==> src/hw/flash_seq_pkg.sv <==
package flash_seq_pkg;
	// clock and timing base
	localparam int CLK_NS = 5;
	localparam int NS_PER_US = 1000;
	localparam int NS_PER_MS = 1000000;
	// wait times in microseconds or milliseconds
	localparam int SSWE_US = 1;
	localparam int SPSU_US = 50;
	localparam int SP10_US = 10;
	localparam int SP30_US = 30;
	localparam int SP200_US = 200;
	localparam int CP_US = 5;
	localparam int CPSU_US = 5;
	localparam int SPV_US = 4;
	localparam int SPVR_US = 2;
	localparam int CPV_US = 2;
	localparam int HVCSWE_US = 100;
	localparam int SESU_US = 100;
	localparam int SE_SHORT_MS = 10;
	localparam int SE_LONG_MS = 100;
	localparam int CE_US = 10;
	localparam int CESU_US = 10;
	localparam int SEV_US = 20;
	localparam int CEV_US = 4;
	// least waits in cycles, rounded up
	localparam int SSWE_CYC = (SSWE_US * NS_PER_US + CLK_NS - 1) / CLK_NS;
	localparam int SP10_CYC = (SP10_US * NS_PER_US + CLK_NS - 1) / CLK_NS;
	localparam int CP_CYC = (CP_US * NS_PER_US + CLK_NS - 1) / CLK_NS;
	localparam int CPSU_CYC = (CPSU_US * NS_PER_US + CLK_NS - 1) / CLK_NS;
	localparam int SPV_CYC = (SPV_US * NS_PER_US + CLK_NS - 1) / CLK_NS;
	localparam int SPVR_CYC = (SPVR_US * NS_PER_US + CLK_NS - 1) / CLK_NS;
	localparam int CPV_CYC = (CPV_US * NS_PER_US + CLK_NS - 1) / CLK_NS;
	localparam int CE_CYC = (CE_US * NS_PER_US + CLK_NS - 1) / CLK_NS;
	localparam int CESU_CYC = (CESU_US * NS_PER_US + CLK_NS - 1) / CLK_NS;
	localparam int SEV_CYC = (SEV_US * NS_PER_US + CLK_NS - 1) / CLK_NS;
	localparam int CEV_CYC = (CEV_US * NS_PER_US + CLK_NS - 1) / CLK_NS;
	// pin input synchroniser latency plus capture
	localparam int SYNC_CYC = 3;
	// loop limits and unit size
	localparam logic [9:0] PROG_MAX_CNT = 10'd1000;
	localparam logic [9:0] SHORT_PULSE_CNT = 10'd6;
	localparam logic [9:0] ERASE_MAX_SHORT = 10'd120;
	localparam logic [9:0] ERASE_MAX_LONG = 10'd12;
	localparam logic [6:0] UNIT_LAST = 7'h7f;
	localparam logic [7:0] DUMMY_BYTE = 8'hff;
	localparam logic [7:0] ERASED_BYTE = 8'hff;
	// register byte offsets and fields
	localparam logic [5:0] REG_CTRL = 6'h00;
	localparam logic [5:0] REG_STAT = 6'h04;
	localparam logic [5:0] REG_ADDR = 6'h08;
	localparam logic [5:0] REG_DATA = 6'h0c;
	localparam int CTRL_START = 0;
	localparam int CTRL_ERASE = 1;
	localparam int CTRL_EXTRA = 2;
	localparam int CTRL_LONG = 3;
	localparam int STAT_BUSY = 0;
	localparam int STAT_DONE = 1;
	localparam int STAT_ERR = 2;
	localparam int STAT_CNT_LSB = 16;
	localparam logic WAITREQ_RST = 1'b1;
	// sequencer states
	typedef enum logic [3:0] {
		S_IDLE, S_WEN_ON, S_FILL, S_SETUP, S_PULSE, S_PCLR, S_SCLR,
		S_VON, S_DUMMY, S_READ, S_VOFF, S_WEN_OFF
	} flash_state_t;
	// pins toward the flash array
	typedef struct packed {
		logic software_write_enable;
		logic program_setup_bit;
		logic program_pulse_bit;
		logic writing_chk_bit;
		logic erase_setup_bit;
		logic erase_pulse_bit;
		logic erase_verify_bit;
		logic wr;
		logic rd;
		logic [15:0] addr;
		logic [7:0] wdata;
	} flash_pins_t;
endpackage : flash_seq_pkg

==> src/hw/flash_seq.sv <==
`timescale 1ns/1ps
module flash_seq #(
	parameter int SPSU_CYC = (flash_seq_pkg::SPSU_US * flash_seq_pkg::NS_PER_US
		+ flash_seq_pkg::CLK_NS - 1) / flash_seq_pkg::CLK_NS,
	parameter int SP30_CYC = (flash_seq_pkg::SP30_US * flash_seq_pkg::NS_PER_US
		+ flash_seq_pkg::CLK_NS - 1) / flash_seq_pkg::CLK_NS,
	parameter int SP200_CYC = (flash_seq_pkg::SP200_US * flash_seq_pkg::NS_PER_US
		+ flash_seq_pkg::CLK_NS - 1) / flash_seq_pkg::CLK_NS,
	parameter int HVCSWE_CYC = (flash_seq_pkg::HVCSWE_US * flash_seq_pkg::NS_PER_US
		+ flash_seq_pkg::CLK_NS - 1) / flash_seq_pkg::CLK_NS,
	parameter int SESU_CYC = (flash_seq_pkg::SESU_US * flash_seq_pkg::NS_PER_US
		+ flash_seq_pkg::CLK_NS - 1) / flash_seq_pkg::CLK_NS,
	parameter int SE_SHORT_CYC = (flash_seq_pkg::SE_SHORT_MS * flash_seq_pkg::NS_PER_MS
		+ flash_seq_pkg::CLK_NS - 1) / flash_seq_pkg::CLK_NS,
	parameter int SE_LONG_CYC = (flash_seq_pkg::SE_LONG_MS * flash_seq_pkg::NS_PER_MS
		+ flash_seq_pkg::CLK_NS - 1) / flash_seq_pkg::CLK_NS
) (
	// clock and reset
	input wire logic CLK_IN,
	input wire logic RST_N_IN,
	// avalon-mm slave
	input wire logic [3:0] AVS_ADDRESS_IN,
	input wire logic AVS_READ_IN,
	input wire logic AVS_WRITE_IN,
	input wire logic [31:0] AVS_WRITEDATA_IN,
	output logic [31:0] AVS_READDATA_OUT,
	output logic AVS_WAITREQUEST_OUT,
	// flash array side
	output flash_seq_pkg::flash_pins_t FLASH_PINS_OUT,
	input wire logic [7:0] FLASH_RDATA_IN
);
	import flash_seq_pkg::*;

	// whole module state
	typedef struct packed {
		flash_state_t st;
		logic [31:0] tmr;      // wait countdown
		logic [9:0] cnt;       // pulse loop count
		logic [6:0] idx;       // byte within unit
		logic add;             // additional pulse in flight
		logic add_done;        // additional pulse already given
		logic pass;            // verify still clean
		logic erase;           // erase mode
		logic extra;           // additional programming enable
		logic long_pulse;      // 100 ms erase pulse
		logic [15:0] base;     // unit or block base address
		logic [7:0] pdata;     // byte to program
		logic busy;
		logic done;
		logic err;
		flash_pins_t pins;
		logic [7:0] rs1;       // synchroniser stage one
		logic [7:0] rs2;       // synchroniser stage two
		logic ack;             // bus answer cycle
		logic waitreq;
		logic [31:0] rdata;
	} seq_t;

	seq_t s_ff;
	seq_t nxt_s;
	logic [5:0] byte_addr;     // bus byte address
	logic start;               // accepted start command
	logic miss;                // verify byte mismatch
	logic [9:0] max_cnt;       // loop limit for this mode
	logic [7:0] expect_byte;   // verify reference

	// enter a state with a wait of c cycles
	function automatic seq_t go(input seq_t x, input flash_state_t st, input int c);
		seq_t y;
		y = x;
		y.st = st;
		y.tmr = 32'(c - 1);
		return y;
	endfunction : go

	assign byte_addr = {AVS_ADDRESS_IN, 2'b00};
	assign expect_byte = s_ff.erase ? ERASED_BYTE : s_ff.pdata;
	assign miss = s_ff.rs2 != expect_byte;
	// erase count tied to pulse length, product fixed
	assign max_cnt = !s_ff.erase ? PROG_MAX_CNT :
		(s_ff.long_pulse ? ERASE_MAX_LONG : ERASE_MAX_SHORT);

	// next state: bus slave then sequencer
	always_comb begin
		nxt_s = s_ff;
		start = 1'b0;
		nxt_s.rs1 = FLASH_RDATA_IN;
		nxt_s.rs2 = s_ff.rs1;
		// one wait cycle, then answer
		if ((AVS_READ_IN || AVS_WRITE_IN) && !s_ff.ack) begin
			nxt_s.ack = 1'b1;
			nxt_s.waitreq = 1'b0;
			case (byte_addr)
				REG_CTRL: nxt_s.rdata = {28'h0, s_ff.long_pulse, s_ff.extra, s_ff.erase, 1'b0};
				REG_STAT: nxt_s.rdata = {6'h0, s_ff.cnt, 13'h0, s_ff.err, s_ff.done, s_ff.busy};
				REG_ADDR: nxt_s.rdata = {16'h0, s_ff.base};
				REG_DATA: nxt_s.rdata = {24'h0, s_ff.pdata};
				default: nxt_s.rdata = 32'h0;
			endcase
		end else begin
			nxt_s.ack = 1'b0;
			nxt_s.waitreq = 1'b1;
		end
		// writes take effect at the edge that sees waitrequest low
		if (AVS_WRITE_IN && s_ff.ack && !s_ff.busy) begin
			case (byte_addr)
				REG_CTRL: begin
					nxt_s.erase = AVS_WRITEDATA_IN[CTRL_ERASE];
					nxt_s.extra = AVS_WRITEDATA_IN[CTRL_EXTRA];
					nxt_s.long_pulse = AVS_WRITEDATA_IN[CTRL_LONG];
					start = AVS_WRITEDATA_IN[CTRL_START];
				end
				REG_ADDR: nxt_s.base = AVS_WRITEDATA_IN[15:0];
				REG_DATA: nxt_s.pdata = AVS_WRITEDATA_IN[7:0];
				default: nxt_s.base = s_ff.base;
			endcase
		end
		// strobes last one cycle
		nxt_s.pins.wr = 1'b0;
		nxt_s.pins.rd = 1'b0;
		if (s_ff.tmr != 32'h0) begin
			nxt_s.tmr = s_ff.tmr - 32'h1;
		end
		case (s_ff.st)
			// wait for a start command
			S_IDLE: begin
				if (start) begin
					nxt_s.busy = 1'b1;
					nxt_s.done = 1'b0;
					nxt_s.err = 1'b0;
					nxt_s.cnt = 10'h0;
					nxt_s.add = 1'b0;
					nxt_s.add_done = 1'b0;
					nxt_s.pins.software_write_enable = 1'b1;
					nxt_s = go(nxt_s, S_WEN_ON, SSWE_CYC);
				end
			end
			// write enable settling
			S_WEN_ON: begin
				if (s_ff.tmr == 32'h0) begin
					nxt_s.idx = 7'h0;
					if (s_ff.erase) begin
						nxt_s.pins.erase_setup_bit = 1'b1;
						nxt_s = go(nxt_s, S_SETUP, SESU_CYC);
					end else begin
						nxt_s = go(nxt_s, S_FILL, 1);
					end
				end
			end
			// load the 128-byte unit
			S_FILL: begin
				if (!s_ff.pins.wr) begin
					nxt_s.pins.wr = 1'b1;
					nxt_s.pins.addr = s_ff.base | {9'h0, s_ff.idx};
					nxt_s.pins.wdata = s_ff.pdata;
				end else if (s_ff.idx == UNIT_LAST) begin
					nxt_s.pins.program_setup_bit = 1'b1;
					nxt_s = go(nxt_s, S_SETUP, SPSU_CYC);
				end else begin
					nxt_s.idx = s_ff.idx + 7'h1;
				end
			end
			// setup settling, then the pulse
			S_SETUP: begin
				if (s_ff.tmr == 32'h0) begin
					if (s_ff.erase) begin
						nxt_s.cnt = s_ff.cnt + 10'h1;
						nxt_s.pins.erase_pulse_bit = 1'b1;
						nxt_s = go(nxt_s, S_PULSE,
							s_ff.long_pulse ? SE_LONG_CYC : SE_SHORT_CYC);
					end else if (s_ff.add) begin
						nxt_s.pins.program_pulse_bit = 1'b1;
						nxt_s = go(nxt_s, S_PULSE, SP10_CYC);
					end else begin
						nxt_s.cnt = s_ff.cnt + 10'h1;
						nxt_s.pins.program_pulse_bit = 1'b1;
						nxt_s = go(nxt_s, S_PULSE,
							(s_ff.cnt < SHORT_PULSE_CNT) ? SP30_CYC : SP200_CYC);
					end
				end
			end
			// pulse running
			S_PULSE: begin
				if (s_ff.tmr == 32'h0) begin
					nxt_s.pins.program_pulse_bit = 1'b0;
					nxt_s.pins.erase_pulse_bit = 1'b0;
					nxt_s = go(nxt_s, S_PCLR, s_ff.erase ? CE_CYC : CP_CYC);
				end
			end
			// after pulse clear, drop setup
			S_PCLR: begin
				if (s_ff.tmr == 32'h0) begin
					nxt_s.pins.program_setup_bit = 1'b0;
					nxt_s.pins.erase_setup_bit = 1'b0;
					nxt_s = go(nxt_s, S_SCLR, s_ff.erase ? CESU_CYC : CPSU_CYC);
				end
			end
			// after setup clear, verify or finish
			S_SCLR: begin
				if (s_ff.tmr == 32'h0) begin
					if (s_ff.add) begin
						nxt_s.add = 1'b0;
						nxt_s.add_done = 1'b1;
						nxt_s.pins.software_write_enable = 1'b0;
						nxt_s = go(nxt_s, S_WEN_OFF, HVCSWE_CYC);
					end else begin
						nxt_s.idx = 7'h0;
						nxt_s.pass = 1'b1;
						nxt_s.pins.writing_chk_bit = !s_ff.erase;
						nxt_s.pins.erase_verify_bit = s_ff.erase;
						nxt_s = go(nxt_s, S_VON, s_ff.erase ? SEV_CYC : SPV_CYC);
					end
				end
			end
			// verify settling, then first dummy write
			S_VON: begin
				if (s_ff.tmr == 32'h0) begin
					nxt_s.pins.wr = 1'b1;
					nxt_s.pins.addr = s_ff.base | {9'h0, s_ff.idx};
					nxt_s.pins.wdata = DUMMY_BYTE;
					nxt_s = go(nxt_s, S_DUMMY, SPVR_CYC);
				end
			end
			// dummy write done, read after the wait
			S_DUMMY: begin
				if (s_ff.tmr == 32'h0) begin
					nxt_s.pins.rd = 1'b1;
					nxt_s = go(nxt_s, S_READ, SYNC_CYC);
				end
			end
			// compare synchronised byte
			S_READ: begin
				if (s_ff.tmr == 32'h0) begin
					nxt_s.pass = s_ff.pass && !miss;
					if (s_ff.idx == UNIT_LAST) begin
						nxt_s.pins.writing_chk_bit = 1'b0;
						nxt_s.pins.erase_verify_bit = 1'b0;
						nxt_s = go(nxt_s, S_VOFF, s_ff.erase ? CEV_CYC : CPV_CYC);
					end else begin
						nxt_s.idx = s_ff.idx + 7'h1;
						nxt_s.pins.wr = 1'b1;
						nxt_s.pins.addr = s_ff.base | {9'h0, s_ff.idx + 7'h1};
						nxt_s.pins.wdata = DUMMY_BYTE;
						nxt_s = go(nxt_s, S_DUMMY, SPVR_CYC);
					end
				end
			end
			// decide: done, extra pulse, retry or give up
			S_VOFF: begin
				if (s_ff.tmr == 32'h0) begin
					if (s_ff.pass && !s_ff.erase && s_ff.extra && !s_ff.add_done
						&& s_ff.cnt <= SHORT_PULSE_CNT) begin
						nxt_s.add = 1'b1;
						nxt_s.pins.program_setup_bit = 1'b1;
						nxt_s = go(nxt_s, S_SETUP, SPSU_CYC);
					end else if (s_ff.pass || s_ff.cnt >= max_cnt) begin
						nxt_s.err = !s_ff.pass;
						nxt_s.pins.software_write_enable = 1'b0;
						nxt_s = go(nxt_s, S_WEN_OFF, HVCSWE_CYC);
					end else if (s_ff.erase) begin
						nxt_s.pins.erase_setup_bit = 1'b1;
						nxt_s = go(nxt_s, S_SETUP, SESU_CYC);
					end else begin
						nxt_s.pins.program_setup_bit = 1'b1;
						nxt_s = go(nxt_s, S_SETUP, SPSU_CYC);
					end
				end
			end
			// write enable recovery before going idle
			S_WEN_OFF: begin
				if (s_ff.tmr == 32'h0) begin
					nxt_s.busy = 1'b0;
					nxt_s.done = 1'b1;
					nxt_s.st = S_IDLE;
				end
			end
			default: nxt_s.st = S_IDLE;
		endcase
	end

	// state register, synchronous reset
	always_ff @(posedge CLK_IN) begin
		if (!RST_N_IN) begin
			s_ff <= '0;
			s_ff.waitreq <= WAITREQ_RST;
		end else begin
			s_ff <= nxt_s;
		end
	end

	assign AVS_READDATA_OUT = s_ff.rdata;
	assign AVS_WAITREQUEST_OUT = s_ff.waitreq;
	assign FLASH_PINS_OUT = s_ff.pins;

	// helper: cycles since last control bit change and since last write
	logic [6:0] ctl_now;
	logic [6:0] ctl_nxt;
	logic [31:0] age_ff;
	logic [31:0] wage_ff;
	// the seven control levels sit at the top of the 33-bit pin word
	assign ctl_now = s_ff.pins[32:26];
	assign ctl_nxt = nxt_s.pins[32:26];
	always_ff @(posedge CLK_IN) begin
		if (!RST_N_IN) begin
			age_ff <= 32'h0;
			wage_ff <= 32'h0;
		end else begin
			age_ff <= (ctl_nxt != ctl_now) ? 32'h0 : age_ff + 32'h1;
			wage_ff <= nxt_s.pins.wr ? 32'h0 : wage_ff + 32'h1;
		end
	end

	property p_wen_wait;
		@(posedge CLK_IN) disable iff (!RST_N_IN)
		$rose(s_ff.pins.program_setup_bit) || $rose(s_ff.pins.erase_setup_bit)
			|-> $past(age_ff) + 32'h1 >= 32'(SSWE_CYC);
	endproperty
	a_wen_wait: assert property (p_wen_wait) else $error("setup too soon after enable");
	property p_pset_wait;
		@(posedge CLK_IN) disable iff (!RST_N_IN)
		$rose(s_ff.pins.program_pulse_bit) |-> $past(age_ff) + 32'h1 == 32'(SPSU_CYC);
	endproperty
	a_pset_wait: assert property (p_pset_wait) else $error("program pulse early");
	property p_short_pulse;
		@(posedge CLK_IN) disable iff (!RST_N_IN)
		$fell(s_ff.pins.program_pulse_bit) && !s_ff.add && s_ff.cnt <= SHORT_PULSE_CNT
			|-> $past(age_ff) + 32'h1 == 32'(SP30_CYC);
	endproperty
	a_short_pulse: assert property (p_short_pulse) else $error("pulse not 30 us");
	property p_add_pulse;
		@(posedge CLK_IN) disable iff (!RST_N_IN)
		$fell(s_ff.pins.program_pulse_bit) && s_ff.add
			|-> $past(age_ff) + 32'h1 == 32'(SP10_CYC);
	endproperty
	a_add_pulse: assert property (p_add_pulse) else $error("additional pulse length");
	property p_cp_wait;
		@(posedge CLK_IN) disable iff (!RST_N_IN)
		$fell(s_ff.pins.program_setup_bit) |-> $past(age_ff) + 32'h1 >= 32'(CP_CYC);
	endproperty
	a_cp_wait: assert property (p_cp_wait) else $error("setup cleared too soon");
	property p_read_after_dummy;
		@(posedge CLK_IN) disable iff (!RST_N_IN)
		$rose(s_ff.pins.rd) |-> $past(wage_ff) + 32'h1 == 32'(SPVR_CYC)
			&& $past(s_ff.pins.wdata) == DUMMY_BYTE;
	endproperty
	a_read_after_dummy: assert property (p_read_after_dummy) else $error("verify read");
	property p_wen_recover;
		@(posedge CLK_IN) disable iff (!RST_N_IN)
		$rose(s_ff.done) |-> $past(age_ff) + 32'h1 == 32'(HVCSWE_CYC)
			&& !s_ff.pins.software_write_enable;
	endproperty
	a_wen_recover: assert property (p_wen_recover) else $error("enable recovery");
	property p_loop_limit;
		@(posedge CLK_IN) disable iff (!RST_N_IN)
		s_ff.busy |-> s_ff.cnt <= max_cnt;
	endproperty
	a_loop_limit: assert property (p_loop_limit) else $error("pulse count over limit");
	property p_eset_wait;
		@(posedge CLK_IN) disable iff (!RST_N_IN)
		$rose(s_ff.pins.erase_pulse_bit) |-> $past(age_ff) + 32'h1 == 32'(SESU_CYC);
	endproperty
	a_eset_wait: assert property (p_eset_wait) else $error("erase pulse early");
	property p_ce_wait;
		@(posedge CLK_IN) disable iff (!RST_N_IN)
		$fell(s_ff.pins.erase_setup_bit) |-> $past(age_ff) + 32'h1 == 32'(CE_CYC);
	endproperty
	a_ce_wait: assert property (p_ce_wait) else $error("erase setup cleared early");

	c_prog: cover property (@(posedge CLK_IN) $rose(s_ff.done) && !s_ff.erase && !s_ff.err);
	c_erase: cover property (@(posedge CLK_IN) $rose(s_ff.done) && s_ff.erase);
	c_fail: cover property (@(posedge CLK_IN) $rose(s_ff.err));
	c_extra: cover property (@(posedge CLK_IN) $rose(s_ff.add));
endmodule : flash_seq

==> config.mk <==
export PLATFORM = sky130hd
export DESIGN_NAME = flash_seq
export DESIGN_NICKNAME = d
export VERILOG_FILES = /design/src/hw/flash_seq_pkg.sv /design/src/hw/flash_seq.sv
export SDC_FILE = /design/constraint.sdc
export NUM_CORES = 1
export LEC_CHECK = 0
export BUFFER_PORTS_ARGS = -buffer_cell sky130_fd_sc_hd__clkbuf_2
export CORE_ASPECT_RATIO = 1.25
export CORE_MARGIN = 3
export CORE_UTILIZATION = 34
export CTS_BUF_LIST = sky130_fd_sc_hd__clkbuf_8 sky130_fd_sc_hd__clkbuf_16
export DETAILED_ROUTE_END_ITERATION = 10
export SKIP_CTS_REPAIR_TIMING = 1
export SYNTH_ARGS = -nofsm -noshare
export SYNTH_HDL_FRONTEND = slang
export SYNTH_SLANG_ARGS = --single-unit
==> constraint.sdc <==
create_clock -name CLK_IN -period 3.2 [get_ports CLK_IN]
set_input_delay 0.16 -clock CLK_IN [delete_from_list [all_inputs] [get_ports CLK_IN]]
set_output_delay 0.16 -clock CLK_IN [all_outputs]
set_load 0.005 [all_outputs]
==> metrics.md, run 1 <==
| Metric | Value |
|---|---|
| Status | `finished with violations` |
| Violated checks | `hold timing` |
| Yosys warnings | `0` |
| Sequential share of power | `31.2%` |
| Post-synth top cells | `dfxtp_1, nor2_1, nand2_1, a21oi_1, buf_4` |
| FMAX | `0.332 GHz` |
| Root Buffer | `clkbuf_16` |
| Cell Area, Placed | `between 9000 and 10000 um2` |
| Via count | `between 8000 and 9000` |
| Setup Skew | `13.9 ps` |
| Core Util, Final | `40.5%` |
| CP Data Required Time | `3570 ps` |
| Hold Startpoint | `AVS_WRITEDATA_IN[5]` |
| Antenna cells | `0` |
| Synth Register Bits | `163` |
| Synthesized instance count | `1179` |
| Total track usage | `19.9%` |
| Core ar. | `26300 um2` |
| Drt first pass iters | `5` |
| Die width | `153 um` |
| Worst-path clk slew | `roughly 70 ps` |
| Crit path largest cell delay | `about 620 ps` |
| Cell accounting for the most synthesized area | `dfxtp_1` |
| Routability cong. | `between 0.9 and 1` |
| WL/cell | `18.6 um` |
| Crit-path slowest cell | `or4b_2` |
| Sequential share of the synthesized area | `35.7%` |
| Initial antenna violation count | `0` |
| Tightest Pin Transition | `818 ps` |
| Cell Count, Final, Fillers Out | `1595` |
| Mux cell area share after synthesis | `3.14%` |
| Worst hold slack | `-24.3 ps` |
| Dpl hpwl | `~22000 um` |
| Area fraction in compound gates after synthesis | `20.7%` |
| Total gr overflow | `0` |
| Crit path time final | `3010 ps` |
| Row count | `between 60 and 70` |
| Pleak | `4.15 nW` |
| CTS tree | `built` |
| Switch Pwr | `3.08 mW` |
| RSZ-0062 raised after global routing | `no` |
| Post-synthesis simple-gate area fraction | `between 20% and 30%` |
| Net Sw Frac | `39.3%` |
| Final setup vio count | `0` |
| Worst min-delay path class | `input port to flip-flop` |
| Hold Fails Final Rpt | `4` |
| Comb power frac | `41.4%` |
| Internal | `approximately 4.8 mW` |
| Vias per Instance | `5.55` |
| Area delta synth->final | `16.1%` |
| DRC Markers | `0` |
| Largest net degree at the start of global routing | `68` |
| CP startpoint | `s_ff[134]$_SDFF_PN0_` |
| Peak VDD IR | `513 uV` |
| Final Cell Area | `10600 um2` |
| Worst Path Class, Setup | `flip-flop to flip-flop` |
| Vias in the first global route | `about 8300` |
| Port Buffer Count | `slightly above 90` |
| Placed Cells incl. Taps | `1544` |
| Power density of the placed cells | `738 nW/um2` |
| Most frequent cell on the critical path | `nor3_1` |
| Final period utilization | `between 90% and 100%` |
| Adder-cell area share of the yosys netlist | `between 1.5 and 2%` |
| Crit path max fanout | `10` |
| Sinks on Clock Net | `163` |
| RR Startpoint | `s_ff[134]$_SDFF_PN0_` |
| Hold Path Stages | `3` |
| Share of the synthesized area in the top cell type | `between 30% and 40%` |
| Reg2Reg Depth | `9` |
| Clock Tree Buf Depth | `2` |
| R2R setup slack | `between 150 and 200 ps` |
| Die Span Y | `189 um` |
| Max-cap violations | `0` |
| Worst-path cell chain | `inv_1, ha_1, or4b_2, or4_4, nor3_1, o22ai_2, nor3_1, nand2_1, o21ai_1` |
| EDFF count, synth | `0` |
| Die footprint | `28900 um2` |
| Main synth FF type | `dfxtp_1` |
| Post-route setup TNS | `0 ps` |
| Synth top area cells | `dfxtp_1, a21oi_1, buf_4` |
| Critical Path Sink Type | `flip-flop` |
| ANT nets after route | `0` |
| Initial Util | `34.9%` |
| Number of placed I/O pins | `114` |
| First-pass GRT wire length | `between 40000 and 50000 um` |
| Fin nets | `1301` |
| Pins Over Slew Limit | `0` |
| Total CTS buffers | `17` |
| Skew-Pair Late Insertion Delay | `440 ps` |
| Clk network pwr share | `27.3%` |
| Relative slew slack | `44.8%` |
| Xor/xnor share of the synthesized area | `3.54%` |
| Layout cells sized above 1 | `a little under a fifth` |
| Syn Area/Cell | `7.76 um2` |
| Share of synthesized registers carrying an async set or reset | `0%` |
| Final wirelength | `29700 um` |
| Synth Cell Area | `9150 um2` |
| Top-count cell post-synth | `dfxtp_1` |
| Main combinational cell family by area after synthesis | `simple AND/OR/NAND/NOR gates` |
| H-tree depth | `4` |
| Synth unique cells | `82` |
| Startpoint Class | `flip-flop` |
| Initial drt markers | `500` |
| Crit path DAT | `3390 ps` |
-- per-layer routing --
layer,GRT usage (%),wire length (um),up-vias
met5,0,0,-
met4,11.1,1460,0
met3,2.77,1470,73
met2,34.8,14700,323
met1,23.5,12000,4173
li1,-,-,4277
-- state kept, by name, indices dropped and copies added, names as in the netlist --
register             cells
AVS_WAITREQUEST_OUT      1
FLASH_PINS_OUT          33
AVS_READDATA_OUT        26
s_ff                   103
-- placed cells by master, fill, tap and decap left out, types with 18 or more instances in the layout --
cell	synthesis	routed
a22oi_1	26	26
dlygate4sd3_1	0	19
nor3_1	36	36
nor2_1	132	132
xnor2_1	19	19
buf_4	66	63
mux2i_1	22	22
dfxtp_1	163	163
xor2_1	18	18
nand2_1	124	124
nand3_1	27	27
o21ai_0	65	65
clkbuf_2	0	91
a21oi_1	112	112
and2_1	23	23
nor4_1	29	28
-- power by group through the flow --
stage / clock (mW) / sequential [mW] / combinational [mW]
6_report: 2.14 / 2.45 / 3.25
5_1_grt: 2.25 / 2.48 / 3.56
4_1_cts: 2.19 / 2.45 / 3.19
3_5_place_dp: 0 / 2.49 / 3.17
3_3_place_gp: 0 / 2.48 / 3.14
2_1_floorplan: 0 / 2.41 / 2.13
-- through the flow --
step	setup slack, ps	total power, mW
after global placement	159	5.62
after global routing	32.9	8.29
after floorplan	299	4.54
after CTS	130	7.83
final	186	7.84
after detailed placement	140	5.66
-- path summary, 6_finish.rpt --
kind / to
max reg2reg: s_ff[118]$_SDFFE_PN0P_
max: s_ff[118]$_SDFFE_PN0P_
min: s_ff[99]$_SDFFE_PN0P_
min reg2reg: s_ff[41]$_SDFF_PN0_
-- logic make-up after synthesis --
group	after synthesis
compound gates	308
flops	163
other cells	1
buf+inv	155
xor+xnor	37
fa+ha+maj	11
simple gates	476
mux	28
-- critical path, delay by kind of cell (launching register included) --
family          cells  cell delay (ps)
simple gates        5             2010
compound gates      2              340
fa+ha+maj           1              210
buf+inv             1               70
flops               1              320
-- layout make-up --
type / instances / area, um2
clock inverters: 15 / 180
well taps: 340 / 425
flip-flops and latches: 163 / 3260
clock buffers: 17 / 425
inverters: 16 / 60.1
multi-input cells: 866 / 5060
fillers: 2706 / 15600
repair buffers: 178 / 1220
Power figures use the tool's default switching activity.
==> run 2: changes to the inputs <==
--- a/config.mk
+++ b/config.mk
@@ -9,7 +9,8 @@
 export CORE_ASPECT_RATIO = 1.25
 export CORE_MARGIN = 3
 export CORE_UTILIZATION = 34
-export CTS_BUF_LIST = sky130_fd_sc_hd__clkbuf_8 sky130_fd_sc_hd__clkbuf_16
+export CTS_BUF_LIST = sky130_fd_sc_hd__clkbuf_4 sky130_fd_sc_hd__clkbuf_8
+export CTS_CLUSTER_SIZE = 25
 export DETAILED_ROUTE_END_ITERATION = 10
 export SKIP_CTS_REPAIR_TIMING = 1
 export SYNTH_ARGS = -nofsm -noshare
==> metrics.md, run 2 (synthesis results as in run 1) <==
| Metric | Value |
|---|---|
| Status | `completed` |
| Worst min-delay path class | `input port to flip-flop` |
| Top Layer Used | `met4` |
| Reg2Reg Depth | `9` |
| CP bufs+invs | `1` |
| RR Endpoint | `s_ff[118]$_SDFFE_PN0P_` |
| Row count | `66` |
| Via count | `8825` |
| Crit path time final | `about 3000 ps` |
| Routability cong. | `0.988` |
| Critical Path Sink Type | `flip-flop` |
| H-tree depth | `4` |
| Pleak | `4.09 nW` |
| Filler Cell Count | `between 2000 and 3000` |
| Core ar. | `between 20000 and 30000 um2` |
| Core Util, Final | `40.0%` |
| CP startpoint | `s_ff[134]$_SDFF_PN0_` |
| ANT nets after route | `0` |
| Max reg flops | `103` |
| Final wirelength | `29700 um` |
| Post-route setup TNS | `0 ps` |
| Max-cap violations | `0` |
| Final setup vio count | `0` |
| Final period utilization | `94.4%` |
| Vias per Instance | `~5.5` |
| Total gr overflow | `0` |
| Crit path DAT | `around 3500 ps` |
| Layout cells sized above 1 | `18.3%` |
| Routed wl met2 | `approximately 15000 um` |
| Clock Tree Buf Depth | `2` |
| Delay-heaviest family, CP | `simple AND/OR/NAND/NOR gates` |
| Port Buffer Count | `91` |
| Sinks on Clock Net | `163` |
| Initial antenna violation count | `0` |
| Die footprint | `28900 um2` |
| CP Data Required Time | `3630 ps` |
| Hold Startpoint | `AVS_ADDRESS_IN[2]` |
| Worst-path clk slew | `approximately 90 ps` |
| Most frequent cells in the layout | `dfxtp_1, nor2_1, nand2_1` |
| WL/cell | `18.5 um` |
| FMAX | `0.331 GHz` |
| Fin nets | `1306` |
| DR WL met3 | `1560 um` |
| Vias in the first global route | `8329` |
| Reg with most FFs | `s_ff` |
| Antenna cells | `0` |
| Hold Path Sink | `AVS_READDATA_OUT[1]$_SDFFE_PN0P_` |
| Crit path max fanout | `10` |
| Largest net degree at the start of global routing | `68` |
| Skew-Pair Late Insertion Delay | `500 ps` |
| Die Span Y | `189 um` |
| Setup Skew | `21.8 ps` |
| R2R setup slack | `approximately 180 ps` |
| Placed Cells incl. Taps | `1544` |
| CTS tree | `built` |
| Drt first pass iters | `5` |
| Most common library cell in the layout ignoring fill and taps | `dfxtp_1` |
| First-pass GRT wire length | `46300 um` |
| FF/Latch Area | `between 3000 and 4000 um2` |
| Die width | `153 um` |
| Hold Fails Final Rpt | `0` |
| RSZ-0062 raised after global routing | `no` |
| Cell Count, Final, Fillers Out | `1600` |
| Relative slew slack | `40.7%` |
| Metal-1 WL | `~12000 um` |
| Startpoint Class | `flip-flop` |
| Crit-path slowest cell | `or4b_2` |
| Combined area of the multi-input logic cells | `5060 um2` |
| Power density of the placed cells | `701 nW/um2` |
| Hold Path Stages | `4` |
| Number of placed I/O pins | `114` |
| DRC Markers | `0` |
| Area delta synth->final | `14.7%` |
| Initial Util | `a little over a third` |
| Total track usage | `20.0%` |
| Most frequent cell on the critical path | `nor3_1` |
| Root Buffer | `clkbuf_8` |
| Tightest Pin Transition | `879 ps` |
| Total CTS buffers | `17` |
| Dpl hpwl | `21700 um` |
| Peak VDD IR | `433 uV` |
| Worst-path cell chain | `inv_1, ha_1, or4b_2, or4_4, nor3_1, o22ai_2, nor3_1, nand2_1, o21ai_1` |
| Crit path largest cell delay | `620 ps` |
| Initial drt markers | `475` |
| RR Startpoint | `s_ff[134]$_SDFF_PN0_` |
| Pins Over Slew Limit | `0` |
| Worst Path Class, Setup | `flip-flop to flip-flop` |
## run 2: changes by cell type in the layout (fill, tap and decap cells not counted)
cell,before,now
clkbuf_8,0,17
dlygate4sd3_1,19,24
inv_1,17,15
clkbuf_16,17,0
clkbuf_4,0,2
## run 2: per-stage QoR
stage	hold WS, ps	instance area (um2)	worst slack [ps]	power [mW]
2_1_floorplan	287	9170	299	4.54
3_3_place_gp	368	9830	159	5.62
3_5_place_dp	368	9830	140	5.66
4_1_cts	-155	10300	128	7.32
5_1_grt	148	10500	24.3	7.80
6_report	110	10500	178	7.35
## run 2: worst register-to-register path, stage by stage, from the launching register on
cell,delay [ps]
dfxtp_1,330
inv_1,70
ha_1,210
or4b_2,620
or4_4,540
nor3_1,270
o22ai_2,210
nor3_1,480
nand2_1,110
o21ai_1,130
## run 2: per-layer routing
| metal | vias to the layer above | track usage (%) |
|---|---|---|
| met3 | 68 | 3.41 |
| met4 | 0 | 9.56 |
| met2 | 294 | 35.3 |
| li1 | 4284 | - |
| met5 | - | 0 |
| met1 | 4179 | 23.4 |
## run 2: how the worst max path moves through the flow
stage                                  end  slack [ps]  cells past startpoint
floorplan           s_ff[123]$_SDFFE_PN0P_         300                     12
global placement    s_ff[124]$_SDFFE_PN0P_         160                      9
detailed placement  s_ff[124]$_SDFFE_PN0P_         140                      9
CTS                 s_ff[124]$_SDFFE_PN0P_         130                      9
global route        s_ff[119]$_SDFFE_PN0P_          20                      9
finish              s_ff[118]$_SDFFE_PN0P_         180                      9
## run 2: report_power, final
group	total, mW	internal, mW	switching [mW]	leakage [nW]
Sequential	2.45	2.22	0.222	1.32
Combinational	3.26	1.30	1.96	2.56
Clock	1.65	0.802	0.846	0.206
Total	7.35	4.33	3.03	4.09
## run 2: layout make-up
cell class	count	share of cell area, %
multi-input combinational	866	48.2
sequential	163	31.1
timing repair buffer	183	12.1
tap	340	4.05
clock buffer	19	2.37
clock inverter	13	1.65
inverter	16	0.572
